`config.mk`:
```
export PLATFORM = sky130hd
export DESIGN_NAME = nvm_status_address_lock
export DESIGN_NICKNAME = d
export VERILOG_FILES = /design/src/nvm_status_pkg.sv /design/src/nvm_status_address_lock.sv
export SDC_FILE = /design/constraint.sdc
export NUM_CORES = 1
export LEC_CHECK = 0
export BUFFER_PORTS_ARGS = -buffer_cell sky130_fd_sc_hd__buf_2
export CELL_PAD_IN_SITES_DETAIL_PLACEMENT = 1
export CELL_PAD_IN_SITES_GLOBAL_PLACEMENT = 1
export CORE_ASPECT_RATIO = 0.75
export CORE_MARGIN = 10
export CORE_UTILIZATION = 36
export DETAILED_ROUTE_END_ITERATION = 10
export PLACE_DENSITY = 0.77
export SLEW_MARGIN = 20
export SYNTH_ARGS = -nofsm -noshare
export SYNTH_HDL_FRONTEND = slang
export SYNTH_SLANG_ARGS = --single-unit
```
`constraint.sdc`:
```
create_clock -name sys_clk -period 3.23 [get_ports sys_clk]
set_input_delay 0.1615 -clock sys_clk [delete_from_list [all_inputs] [get_ports sys_clk]]
set_output_delay 0.1615 -clock sys_clk [all_outputs]
set_load 0.01 [all_outputs]
```
`src/nvm_status_pkg.sv`:
```
// Constants, encodings and carrier types for the flash status block
package nvm_status_pkg;

  // Register byte offsets on the AXI4-Lite bus
  localparam logic [7:0] OFS_INT_FLAGS = 8'h14; // Ready and error flags
  localparam logic [7:0] OFS_STATUS    = 8'h18; // Controller status
  localparam logic [7:0] OFS_TARGET    = 8'h1C; // Command target offset
  localparam logic [7:0] OFS_LOCK      = 8'h20; // Region lock bits
  localparam logic [7:0] OFS_EVENT     = 8'h24; // Sticky events, read clears
  localparam logic [7:0] OFS_MASK      = 8'h28; // Event interrupt mask
  localparam logic [7:0] OFS_CTRL      = 8'h2C; // Sleep reduction select

  // Status register bit positions
  localparam int B_SECURITY = 8;
  localparam int B_FAULT    = 4;
  localparam int B_LOCKERR  = 3;
  localparam int B_BADCMD   = 2;
  localparam int B_LOADED   = 1;
  localparam int B_RED      = 0;

  // Interrupt flag register bit positions
  localparam int B_READY = 0;
  localparam int B_ERROR = 1;

  // Event and mask register layout
  localparam int EV_READY  = 0;
  localparam int EV_ERROR  = 1;
  localparam int EV_LOADED = 2;
  localparam int EV_W      = 3;

  // Control register field position
  localparam int SLEEP_SEL_LSB = 8;

  // Field widths and reset values
  localparam int          TARGET_W    = 22;
  localparam int          LOCK_N      = 16;
  localparam int          REGION_W    = 4;
  localparam logic [15:0] LOCK_ERASED = 16'hFFFF;

  // AXI response codes
  localparam logic [1:0] RESP_OKAY   = 2'h0;
  localparam logic [1:0] RESP_SLVERR = 2'h2;

  // Sleep reduction select encoding
  typedef enum logic [1:0] {
    SLP_WAKE_ACCESS = 2'h0,
    SLP_WAKE_EXIT   = 2'h1,
    SLP_RESERVED    = 2'h2,
    SLP_DISABLED    = 2'h3
  } sleep_sel_t;

  // Event pulses and data from the flash command engine
  typedef struct packed {
    logic                fault;          // Program or erase error
    logic                lock_violation; // Program of a locked region
    logic                bad_command;    // Invalid command or key
    logic                pb_write;       // Word written to page buffer
    logic [TARGET_W-1:0] pb_addr;        // Half-word offset of that word
    logic                page_write;     // Page write command issued
    logic                pb_clear;       // Page buffer clear command
    logic                set_red;        // Set reduction command
    logic                clr_red;        // Clear reduction command
    logic                bus_access;     // Bus access to the array
    logic                sleep_enter;    // System enters sleep
    logic                sleep_exit;     // System leaves sleep
  } flash_evt_t;

  // Complete register state of the block
  typedef struct packed {
    logic                aw_full;    // Write address held
    logic [7:0]          aw_addr;    // Held write address
    logic                w_full;     // Write data held
    logic [31:0]         wdata;      // Held write data
    logic [3:0]          wstrb;      // Held byte strobes
    logic                bvalid;     // Write response pending
    logic [1:0]          bresp;      // Write response code
    logic                rvalid;     // Read data pending
    logic [31:0]         rdata;      // Read data
    logic [1:0]          rresp;      // Read response code
    logic                fault;      // Sticky flash fault
    logic                lockerr;    // Sticky locked-region write
    logic                badcmd;     // Sticky bad command
    logic                loaded;     // Page buffer loaded
    logic                red;        // Power reduction state
    logic                error_flag; // Sticky error interrupt flag
    logic                ready;      // Controller ready
    logic                security;   // Security protection active
    logic [TARGET_W-1:0] target;     // Command target offset
    logic [LOCK_N-1:0]   lock;       // Region lock bits, 0 = locked
    logic                lock_loaded;// Lock bits taken from user row
    logic [EV_W-1:0]     evt;        // Sticky interrupt events
    logic [EV_W-1:0]     mask;       // Interrupt mask
    sleep_sel_t          sleep_sel;  // Sleep reduction select
    logic [31:0]         eff;        // Effective byte address
    logic                irq;        // Interrupt output
  } state_t;

endpackage

```
`src/nvm_status_address_lock.sv`:
```
// Flash controller status, command address and region lock registers
//
// Decided for this implementation: the AXI4-Lite slave port.
`timescale 1ns/100ps

// Operation
// - Ready reads 0 busy, 1 accepting
// - Security status at status bit 8
// - Sticky flash fault bit 4, W1C
// - Sticky locked-region flag bit 3, W1C
// - Sticky bad-command flag bit 2, W1C
// - Page-buffer-loaded bit 1, cleared by commands/W1C
// - Reduction set by command or sleep
// - Reduction cleared by access, command, wake
// - 22-bit read-write target offset, reset zero
// - Page buffer write updates target offset
// - Effective address is start plus twice offset
// - Sixteen read-only lock bits, command changed
// - Lock bit 0 locked, 1 unlocked
// - Lock bits loaded from user row
// - Error interrupt flag on any error, W1C
// - Decode sleep reduction select values
module nvm_status_address_lock
  import nvm_status_pkg::*;
#(
  parameter int AXI_ADDR_W = 8              // Bus address width
) (
  input  wire logic                  sys_clk,
  input  wire logic                  reset_n,
  input  wire logic                  ce,
  input  wire logic [AXI_ADDR_W-1:0] awaddr,
  input  wire logic                  awvalid,
  output logic                       awready,
  input  wire logic [31:0]           wdata,
  input  wire logic [3:0]            wstrb,
  input  wire logic                  wvalid,
  output logic                       wready,
  output logic [1:0]                 bresp,
  output logic                       bvalid,
  input  wire logic                  bready,
  input  wire logic [AXI_ADDR_W-1:0] araddr,
  input  wire logic                  arvalid,
  output logic                       arready,
  output logic [31:0]                rdata,
  output logic [1:0]                 rresp,
  output logic                       rvalid,
  input  wire logic                  rready,
  input  wire flash_evt_t            flash_evt,
  input  wire logic                  flash_busy,
  input  wire logic                  security_in,
  input  wire logic                  lock_cmd_valid,
  input  wire logic                  lock_cmd_unlock,
  input  wire logic [REGION_W-1:0]   lock_cmd_region,
  input  wire logic [LOCK_N-1:0]     user_row_lock,
  input  wire logic [31:0]           section_start,
  output logic [TARGET_W-1:0]        command_target_offset,
  output logic [31:0]                effective_address,
  output logic [LOCK_N-1:0]          region_lock,
  output logic                       power_reduction_state,
  output logic                       irq
);

  ////////////////////////////////////////////////////////////////////////////
  // Elaboration check

  // The decoder looks at eight address bits
  if (AXI_ADDR_W < 8) begin : g_bad_width
    $error("AXI_ADDR_W must be at least 8");
  end

  ////////////////////////////////////////////////////////////////////////////
  // Declarations

  state_t      s;           // Registered state
  state_t      n;           // Next state
  logic [31:0] wmask;       // Byte strobes widened to bits
  logic [31:0] wbits;       // Write data under the strobes
  logic [7:0]  waddr;       // Aligned held write address
  logic [7:0]  raddr;       // Aligned read address
  logic        wr_go;       // Write performed this cycle
  logic        rd_go;       // Read taken this cycle
  logic        any_err;     // Any of the three error events
  logic        red_set;     // Reduction entry request
  logic        red_clr;     // Reduction exit request
  logic        auto_enter;  // Sleep entry triggers reduction
  logic [31:0] rv;          // Read value before registering
  logic [1:0]  rr;          // Read response before registering

  // Whether an aligned address holds a register
  function automatic logic is_mapped(input logic [7:0] a);
    return a inside {OFS_INT_FLAGS, OFS_STATUS, OFS_TARGET, OFS_LOCK,
                     OFS_EVENT, OFS_MASK, OFS_CTRL};
  endfunction

  ////////////////////////////////////////////////////////////////////////////
  // Byte strobe expansion

  // One lane enable per byte of write data
  for (genvar i = 0; i < 4; i++) begin : g_lane
    assign wmask[8*i +: 8] = {8{s.wstrb[i]}};
  end

  assign wbits = s.wdata & wmask;
  assign waddr = {s.aw_addr[7:2], 2'h0};
  assign raddr = {araddr[7:2], 2'h0};

  ////////////////////////////////////////////////////////////////////////////
  // Handshake outputs

  // Ready only while clocked, so no handshake is taken while frozen
  assign awready = ce && !s.aw_full;
  assign wready  = ce && !s.w_full;
  assign arready = ce && !s.rvalid;
  assign wr_go   = s.aw_full && s.w_full && !s.bvalid;
  assign rd_go   = arvalid && arready;

  // Registered data outputs
  assign bvalid                = s.bvalid;
  assign bresp                 = s.bresp;
  assign rvalid                = s.rvalid;
  assign rdata                 = s.rdata;
  assign rresp                 = s.rresp;
  assign command_target_offset = s.target;
  assign effective_address     = s.eff;
  assign region_lock           = s.lock;
  assign power_reduction_state = s.red;
  assign irq                   = s.irq;

  ////////////////////////////////////////////////////////////////////////////
  // Read value mux

  // Unlisted bits stay zero; unmapped words answer with an error
  always_comb begin
    rv = 32'h0000_0000;
    rr = RESP_OKAY;
    case (raddr)
      OFS_INT_FLAGS: begin
        rv[B_READY] = s.ready;
        rv[B_ERROR] = s.error_flag;
      end
      OFS_STATUS: begin
        rv[B_SECURITY] = s.security;
        rv[B_FAULT]    = s.fault;
        rv[B_LOCKERR]  = s.lockerr;
        rv[B_BADCMD]   = s.badcmd;
        rv[B_LOADED]   = s.loaded;
        rv[B_RED]      = s.red;
      end
      OFS_TARGET: rv[TARGET_W-1:0] = s.target;
      OFS_LOCK:   rv[LOCK_N-1:0] = s.lock;
      OFS_EVENT:  rv[EV_W-1:0] = s.evt;
      OFS_MASK:   rv[EV_W-1:0] = s.mask;
      OFS_CTRL:   rv[SLEEP_SEL_LSB +: 2] = s.sleep_sel;
      default:    rr = RESP_SLVERR;
    endcase
  end

  ////////////////////////////////////////////////////////////////////////////
  // Event decoding

  assign any_err = flash_evt.fault || flash_evt.lock_violation ||
                   flash_evt.bad_command;

  // Only the two wake settings enter reduction on sleep
  always_comb begin
    case (s.sleep_sel)
      SLP_WAKE_ACCESS, SLP_WAKE_EXIT: auto_enter = 1'b1;
      default:         auto_enter = 1'b0;
    endcase
  end

  assign red_set = flash_evt.set_red ||
                   (flash_evt.sleep_enter && auto_enter);
  assign red_clr = flash_evt.bus_access || flash_evt.clr_red ||
                   (flash_evt.sleep_exit &&
                    s.sleep_sel == SLP_WAKE_EXIT);

  ////////////////////////////////////////////////////////////////////////////
  // Next state

  // Bus channels, register writes and hardware events in one place
  always_comb begin
    n = s;
    // Write address and data are caught in either order
    if (awvalid && awready) begin
      n.aw_full = 1'b1;
      n.aw_addr = awaddr[7:0];
    end
    if (wvalid && wready) begin
      n.w_full = 1'b1;
      n.wdata  = wdata;
      n.wstrb  = wstrb;
    end
    // Perform the write once both halves are held
    if (wr_go) begin
      n.aw_full = 1'b0;
      n.w_full  = 1'b0;
      n.bvalid  = 1'b1;
      n.bresp   = is_mapped(waddr) ? RESP_OKAY : RESP_SLVERR;
    end else if (s.bvalid && bready) begin
      n.bvalid = 1'b0;
    end
    // Read answer is registered one cycle after the address
    if (rd_go) begin
      n.rvalid = 1'b1;
      n.rdata  = rv;
      n.rresp  = rr;
    end else if (s.rvalid && rready) begin
      n.rvalid = 1'b0;
    end

    // Sticky error flags: a new event beats a same-cycle clear
    n.fault   = (s.fault && !(wr_go && waddr == OFS_STATUS &&
                wbits[B_FAULT])) || flash_evt.fault;
    n.lockerr = (s.lockerr && !(wr_go && waddr == OFS_STATUS &&
                wbits[B_LOCKERR])) || flash_evt.lock_violation;
    n.badcmd  = (s.badcmd && !(wr_go && waddr == OFS_STATUS &&
                wbits[B_BADCMD])) || flash_evt.bad_command;
    n.loaded  = (s.loaded && !flash_evt.page_write &&
                !flash_evt.pb_clear && !(wr_go &&
                waddr == OFS_STATUS && wbits[B_LOADED])) ||
                flash_evt.pb_write;
    n.error_flag = (s.error_flag && !(wr_go &&
                   waddr == OFS_INT_FLAGS && wbits[B_ERROR])) ||
                   any_err;

    // Entry wins when both requests arrive together
    if (red_set) begin
      n.red = 1'b1;
    end else if (red_clr) begin
      n.red = 1'b0;
    end

    // Live levels from the flash engine
    n.ready    = !flash_busy;
    n.security = security_in;

    // Target offset: bytewise write, page buffer load has priority
    if (wr_go && waddr == OFS_TARGET) begin
      n.target = (s.target & ~wmask[TARGET_W-1:0]) |
                 wbits[TARGET_W-1:0];
    end
    if (flash_evt.pb_write) begin
      n.target = flash_evt.pb_addr;
    end
    n.eff = section_start + {9'h000, n.target, 1'b0};

    // Lock bits: user row first, then only lock commands change them
    if (!s.lock_loaded) begin
      n.lock        = user_row_lock;
      n.lock_loaded = 1'b1;
    end else if (lock_cmd_valid) begin
      n.lock[lock_cmd_region] = lock_cmd_unlock;
    end

    // Interrupt events: set beats read-clear; no ready edge out of reset
    n.evt = s.evt & ~{EV_W{rd_go && raddr == OFS_EVENT}};
    n.evt[EV_READY]  = n.evt[EV_READY] || (!s.ready && !flash_busy &&
                       s.lock_loaded);
    n.evt[EV_ERROR]  = n.evt[EV_ERROR] || any_err;
    n.evt[EV_LOADED] = n.evt[EV_LOADED] || flash_evt.pb_write;
    if (wr_go && waddr == OFS_MASK && s.wstrb[0]) begin
      n.mask = s.wdata[EV_W-1:0];
    end
    if (wr_go && waddr == OFS_CTRL && s.wstrb[1]) begin
      n.sleep_sel = sleep_sel_t'(s.wdata[SLEEP_SEL_LSB +: 2]);
    end
    n.irq = |(n.evt & n.mask);
  end

  ////////////////////////////////////////////////////////////////////////////
  // State register

  // Clock enable low freezes every flip-flop
  always_ff @(posedge sys_clk or negedge reset_n) begin
    if (!reset_n) begin
      s           <= '0;
      s.lock      <= LOCK_ERASED;
      s.sleep_sel <= SLP_WAKE_ACCESS;
    end else if (ce) begin
      s <= n;
    end
  end
endmodule

```
# == Word level (Yosys, flattened, before mapping) ==
# Index checks and enable logic that the tools add are counted.
# totals
ff_bits,162
latch_bits,0
ram_bits,0
romBits,0
output_inout_bits,113
memories,0
# op_classes
n_addsub,1
mul,0
div,0
magnitude_cmp,2
eq_ne,16
shift,0
mux,29
n_bitwise,7
reduce_logical,82
# op_table
op,n
equality test 6 x 4 -> 1 bit (second input constant),8
AND 22 bit,2
2-to-1 mux 22 bit,2
2-to-1 mux 37 bit,1
equality test 6 x 3 -> 1 bit (second input constant),6
logical AND 1 bit,35
adder 32 x 23 -> 32 bit,1
2-to-1 mux 16 bit,2
inverter 22 bit,1
bitwise OR 22 bit,1
AND reduction 2 bit,11
bitwise mux 16 bit,1
zero test 1 bit,13
logical OR 1 bit,13
case mux 2 bit (6 select lines),1
case mux 6 bit (2 select lines),1
2-to-1 mux 1 bit,10
nonzero test 2 bit,5
2-to-1 mux 9 bit,1
nonzero test 7 bit,1
OR reduction 7 bit,1
AND 3 bit,2
2-to-1 mux 6 bit,1
case mux 2 bit (3 select lines),1
15 further kinds,16

# == Depth between registers and ports, before layout ==
# logic_depth
ltp_word,9
depth_mapped,17

# == Least setup slack after synthesis ==
# No wires, ideal clock.
# synth_path
kind,register -> register
startpoint,register s[168] in the netlist's numbering
endpoint,"register s, in the netlist effective_address[25]"
arrival_ps,3307
path_slack_ps,-196
path_stages_with_launch,17
path_buffers,1
path_cell_list,dfrtp_1 -> nor4b_2 -> and4_1 -> buf_4 -> nand2_4 -> mux2i_1 -> a21oi_1 -> ha_1 -> inv_1 -> fa_1 -> nor2b_1 -> o31a_1 -> o21ai_1 -> a21o_1 -> a211oi_1 -> o21ai_0 -> a31o_1
# synth_lines
element,line_no,text
"start, declared",nvm_status_address_lock.sv:74,state_t s;
"start signal, assigned",nvm_status_address_lock.sv:281,s <= n;

==> reports/qor.yml <==
die:
  start_util_pct: 36.7
  rows: 50
  die_h_um: 158
  die_area_um2: 32400
  ios: 262
  coreArea_um2: 25000
  dieWidth_um: 204
global_routing:
  grt_pass1_vias: 9282
  grt-ovfl-total: 0
  grt_max_degree: 80
  antenna_found_initial: 9
  grt_pass1_wl_um: 55300
  track_usage_pct: 22.2
layout:
  drive_gt1_share_pct: 41.3
  fillers: 2921
  area_delta_synth_final_pct: 35.0
  multi_input_area_um2: 4930
  fin_area_um2: 12400
  final_nets: 1455
  instances_no_fill: 1639
  register_area_um2: 3700
place:
  io_buffer_count: 234
  dp.cells: 1529
  dp_hpwl_um: 26700
  routabilityCongestion: 0.921
  placed_cell_area_um2: 10800
worst_setup_path:
  rr_startpoint: "s[169]"
  cp-start-kind: "register"
  critPathRequiredTime_ns: 3.57
  arrival_ns: 3.99
  end_kind: "register"
  cp_max_fo: 5
  path_class: "register to register"
  crit_path_start: "s[169]"
clock_network:
  clock_latency_ns: 0.45
  cts-root-buf: "clkbuf_16"
  cts-buffers-inserted: 17
  path_clk_slew_ns: 0.07
  numClockSinks: 147
  cts.path.max_buffers: 2
  htreeDepth: 4
  cts_tree: "built"
power:
  powerDensity_nw_per_um2: 573
  seq_power_share_pct: 37.2
  power_switching_w: 0.00246
  ir_worst_vdd_v: 0.000435
  power_w: 0.00710
  pwr-share-clk_pct: 28.6
  combinationalPowerShare_pct: 34.1
  swShare_pct: 34.6
  p_leak_nw: 5.77
  p_int_w: 0.00465
outcome:
  violations: "negative setup slack"
  status: "complete, but fails checks"
logic_synthesis:
  yosys.area.top_type_share_pct: 35.7
  synth_compound_area_share_pct: 17.4
  synth_edf_count: 0
  yosysMostFrequentCell: "dfrtp_1"
  synth.distinct_cells: 71
  synthFlopType: "dfrtp_1"
  synth_top_family_by_area: "compound AO/OA/AOI/OAI gates"
  ys_top_cells_by_count: "dfrtp_1, buf_4, a21oi_1"
  mappedNetlistArea_um2: 9190
  synth_top_area_cell: "dfrtp_1"
  synthAdderAreaFrac_pct: 3.62
  syn_avg_cell_area_um2: 9.33
  muxShareOfSynthArea_pct: 12.1
  synth_seq_cells: 147
  yosysSeqAreaShare_pct: 40.2
  synthXorXnorAreaFrac_pct: 2.00
  synth-warning-count: 0
  yosys.area_share.simple_pct: 13.7
  synthTopCellsByArea: "dfrtp_1, buf_4, mux2_2"
  synthCells: 985
  async_flop_share_pct: 100
drt:
  num_vias: 8752
  postRouteAntennaNets: 0
  via_per_inst: 5.34
  drtIter0Drc: 460
  dr.pass1.iters: 4
  drt-total-wl_um: 36900
  routedWlPerCell_um: 22.5
  drc: 0
sta:
  slew_headroom_pct: 46.3
  setup_tns_ns: -5.88
  report.final.hold_viol_count: 0
  fin_ws_ns: -0.424
  finClkSkew_ns: 0.0139
  maxClockFrequency_mhz: 274
  fin_crit_sh_pct: 113
  post-route-min-period_ns: 3.65
  rsz0062_at_grt: "true"
  slew_violations: 0
  setup_viol: 24
  worst-slew-pin-transition_ns: 0.806
worst_hold_path:
  min-delay-start: "flash_evt[1]"
  hold_class: "input port to register"
flow_run:
  max_cap_viol_count: 0
## layer usage
metal  part of all wire (%)  GRT usage (%)
met5                  0.073              0
met4                    2.3           6.93
met3                    6.9           5.95
met2                     48           36.4
met1                     43           28.0
## layout by cell type (no fill, tap or decap), types with 12 or more instances in the layout
master and n:
o22ai_1 33, nand2_1 84, a22oi_1 12, conb_1 12, buf_2 232, buf_4 116
mux2i_1 46, a21oi_1 87, o21ai_0 47, mux2_2 48, clkbuf_16 17, dfstp_2 16
nor3_1 12, ha_1 18, a21oi_2 17, nand3_1 17, dfrtp_1 131, dlygate4sd3_1 53
nor2_1 91
## flip-flops by register name (all words and copies together) (netlist names), 16 cells and up
register,count
effective_address,32
rdata,22
command_target_offset,22
s,49
region_lock,16
## worst paths after layout
| check | end | slack (ns) | depth (start not counted) |
|---|---|---|---|
| setup / recovery | effective_address[27] | -0.42 | 15 |
| hold / removal | power_reduction_state | 0.02 | 3 |
| setup reg to reg | effective_address[27] | -0.42 | 15 |
| hold reg to reg | rdata[16] | 0.47 | 2 |
| max in group asynchronous | s[149] | 2.04 | 3 |
| min in group asynchronous | effective_address[0] | 0.34 | 2 |
## repair_timing
item	CTS	global route
cloned	0	0
setup endpoints to repair	24	26
gates resized for setup	37	46
hold endpoints to repair	113	0
setup buffers	13	8
pin swaps	22	33
hold buffers	53	0
## kinds of logic (layout without fill, tap and decap cells)
| family | after synthesis | in the layout |
|---|---|---|
| adder cells (fa/ha/maj) | 26 | 26 |
| flip-flops | 147 | 147 |
| XOR/XNOR | 21 | 21 |
| AND/OR/NAND/NOR | 263 | 263 |
| other | 1 | 20 |
| buffers and inverters | 161 | 458 |
| multiplexers | 104 | 104 |
| AO/OA/AOI/OAI | 262 | 262 |
## final cells by class
| cell class | count | share of cell area, % |
|---|---|---|
| Clock buffer | 23 | 3.77 |
| Antenna cell | 8 | 0.161 |
| Tap cell | 338 | 3.41 |
| Timing Repair Buffer | 411 | 21.8 |
| Multi-Input combinational cell | 688 | 39.7 |
| Clock inverter | 9 | 0.857 |
| Sequential cell | 147 | 29.8 |
| Inverter | 15 | 0.454 |
## power groups by stage
stage / Clock, W / Combinational (W) / Sequential (W)
after floorplan: 0 / 0.00135 / 0.00256
after global placement: 0 / 0.00206 / 0.00264
after detailed placement: 0 / 0.00213 / 0.00265
after CTS: 0.00207 / 0.00230 / 0.00263
after global routing: 0.00216 / 0.00262 / 0.00269
final: 0.00203 / 0.00242 / 0.00265
## through the flow
stage | setup slack [ns] | hold slack, ns | util (%)
2_1_floorplan | -0.118 | -0.134 | -
3_3_place_gp | -0.384 | 0.261 | 43.0
3_5_place_dp | -0.439 | 0.271 | 43.0
4_1_cts | -0.368 | 0.00106 | 48.5
5_1_grt | -0.595 | 0.0149 | 49.5
6_report | -0.424 | 0.0207 | 49.6
## critical path, cell delays in order (launching register included)
cell,delay [ns]
dfrtp_1,0.41
nor4b_4,0.29
and4_1,0.23
buf_6,0.15
nand2_8,0.06
buf_8,0.14
mux2i_1,0.11
a21oi_1,0.24
ha_2,0.34
nor2b_4,0.14
o31a_1,0.34
o31ai_4,0.28
a31oi_2,0.23
o21ai_1,0.24
xnor2_1,0.09
mux2_2,0.26
Power figures use the tool's default switching activity.
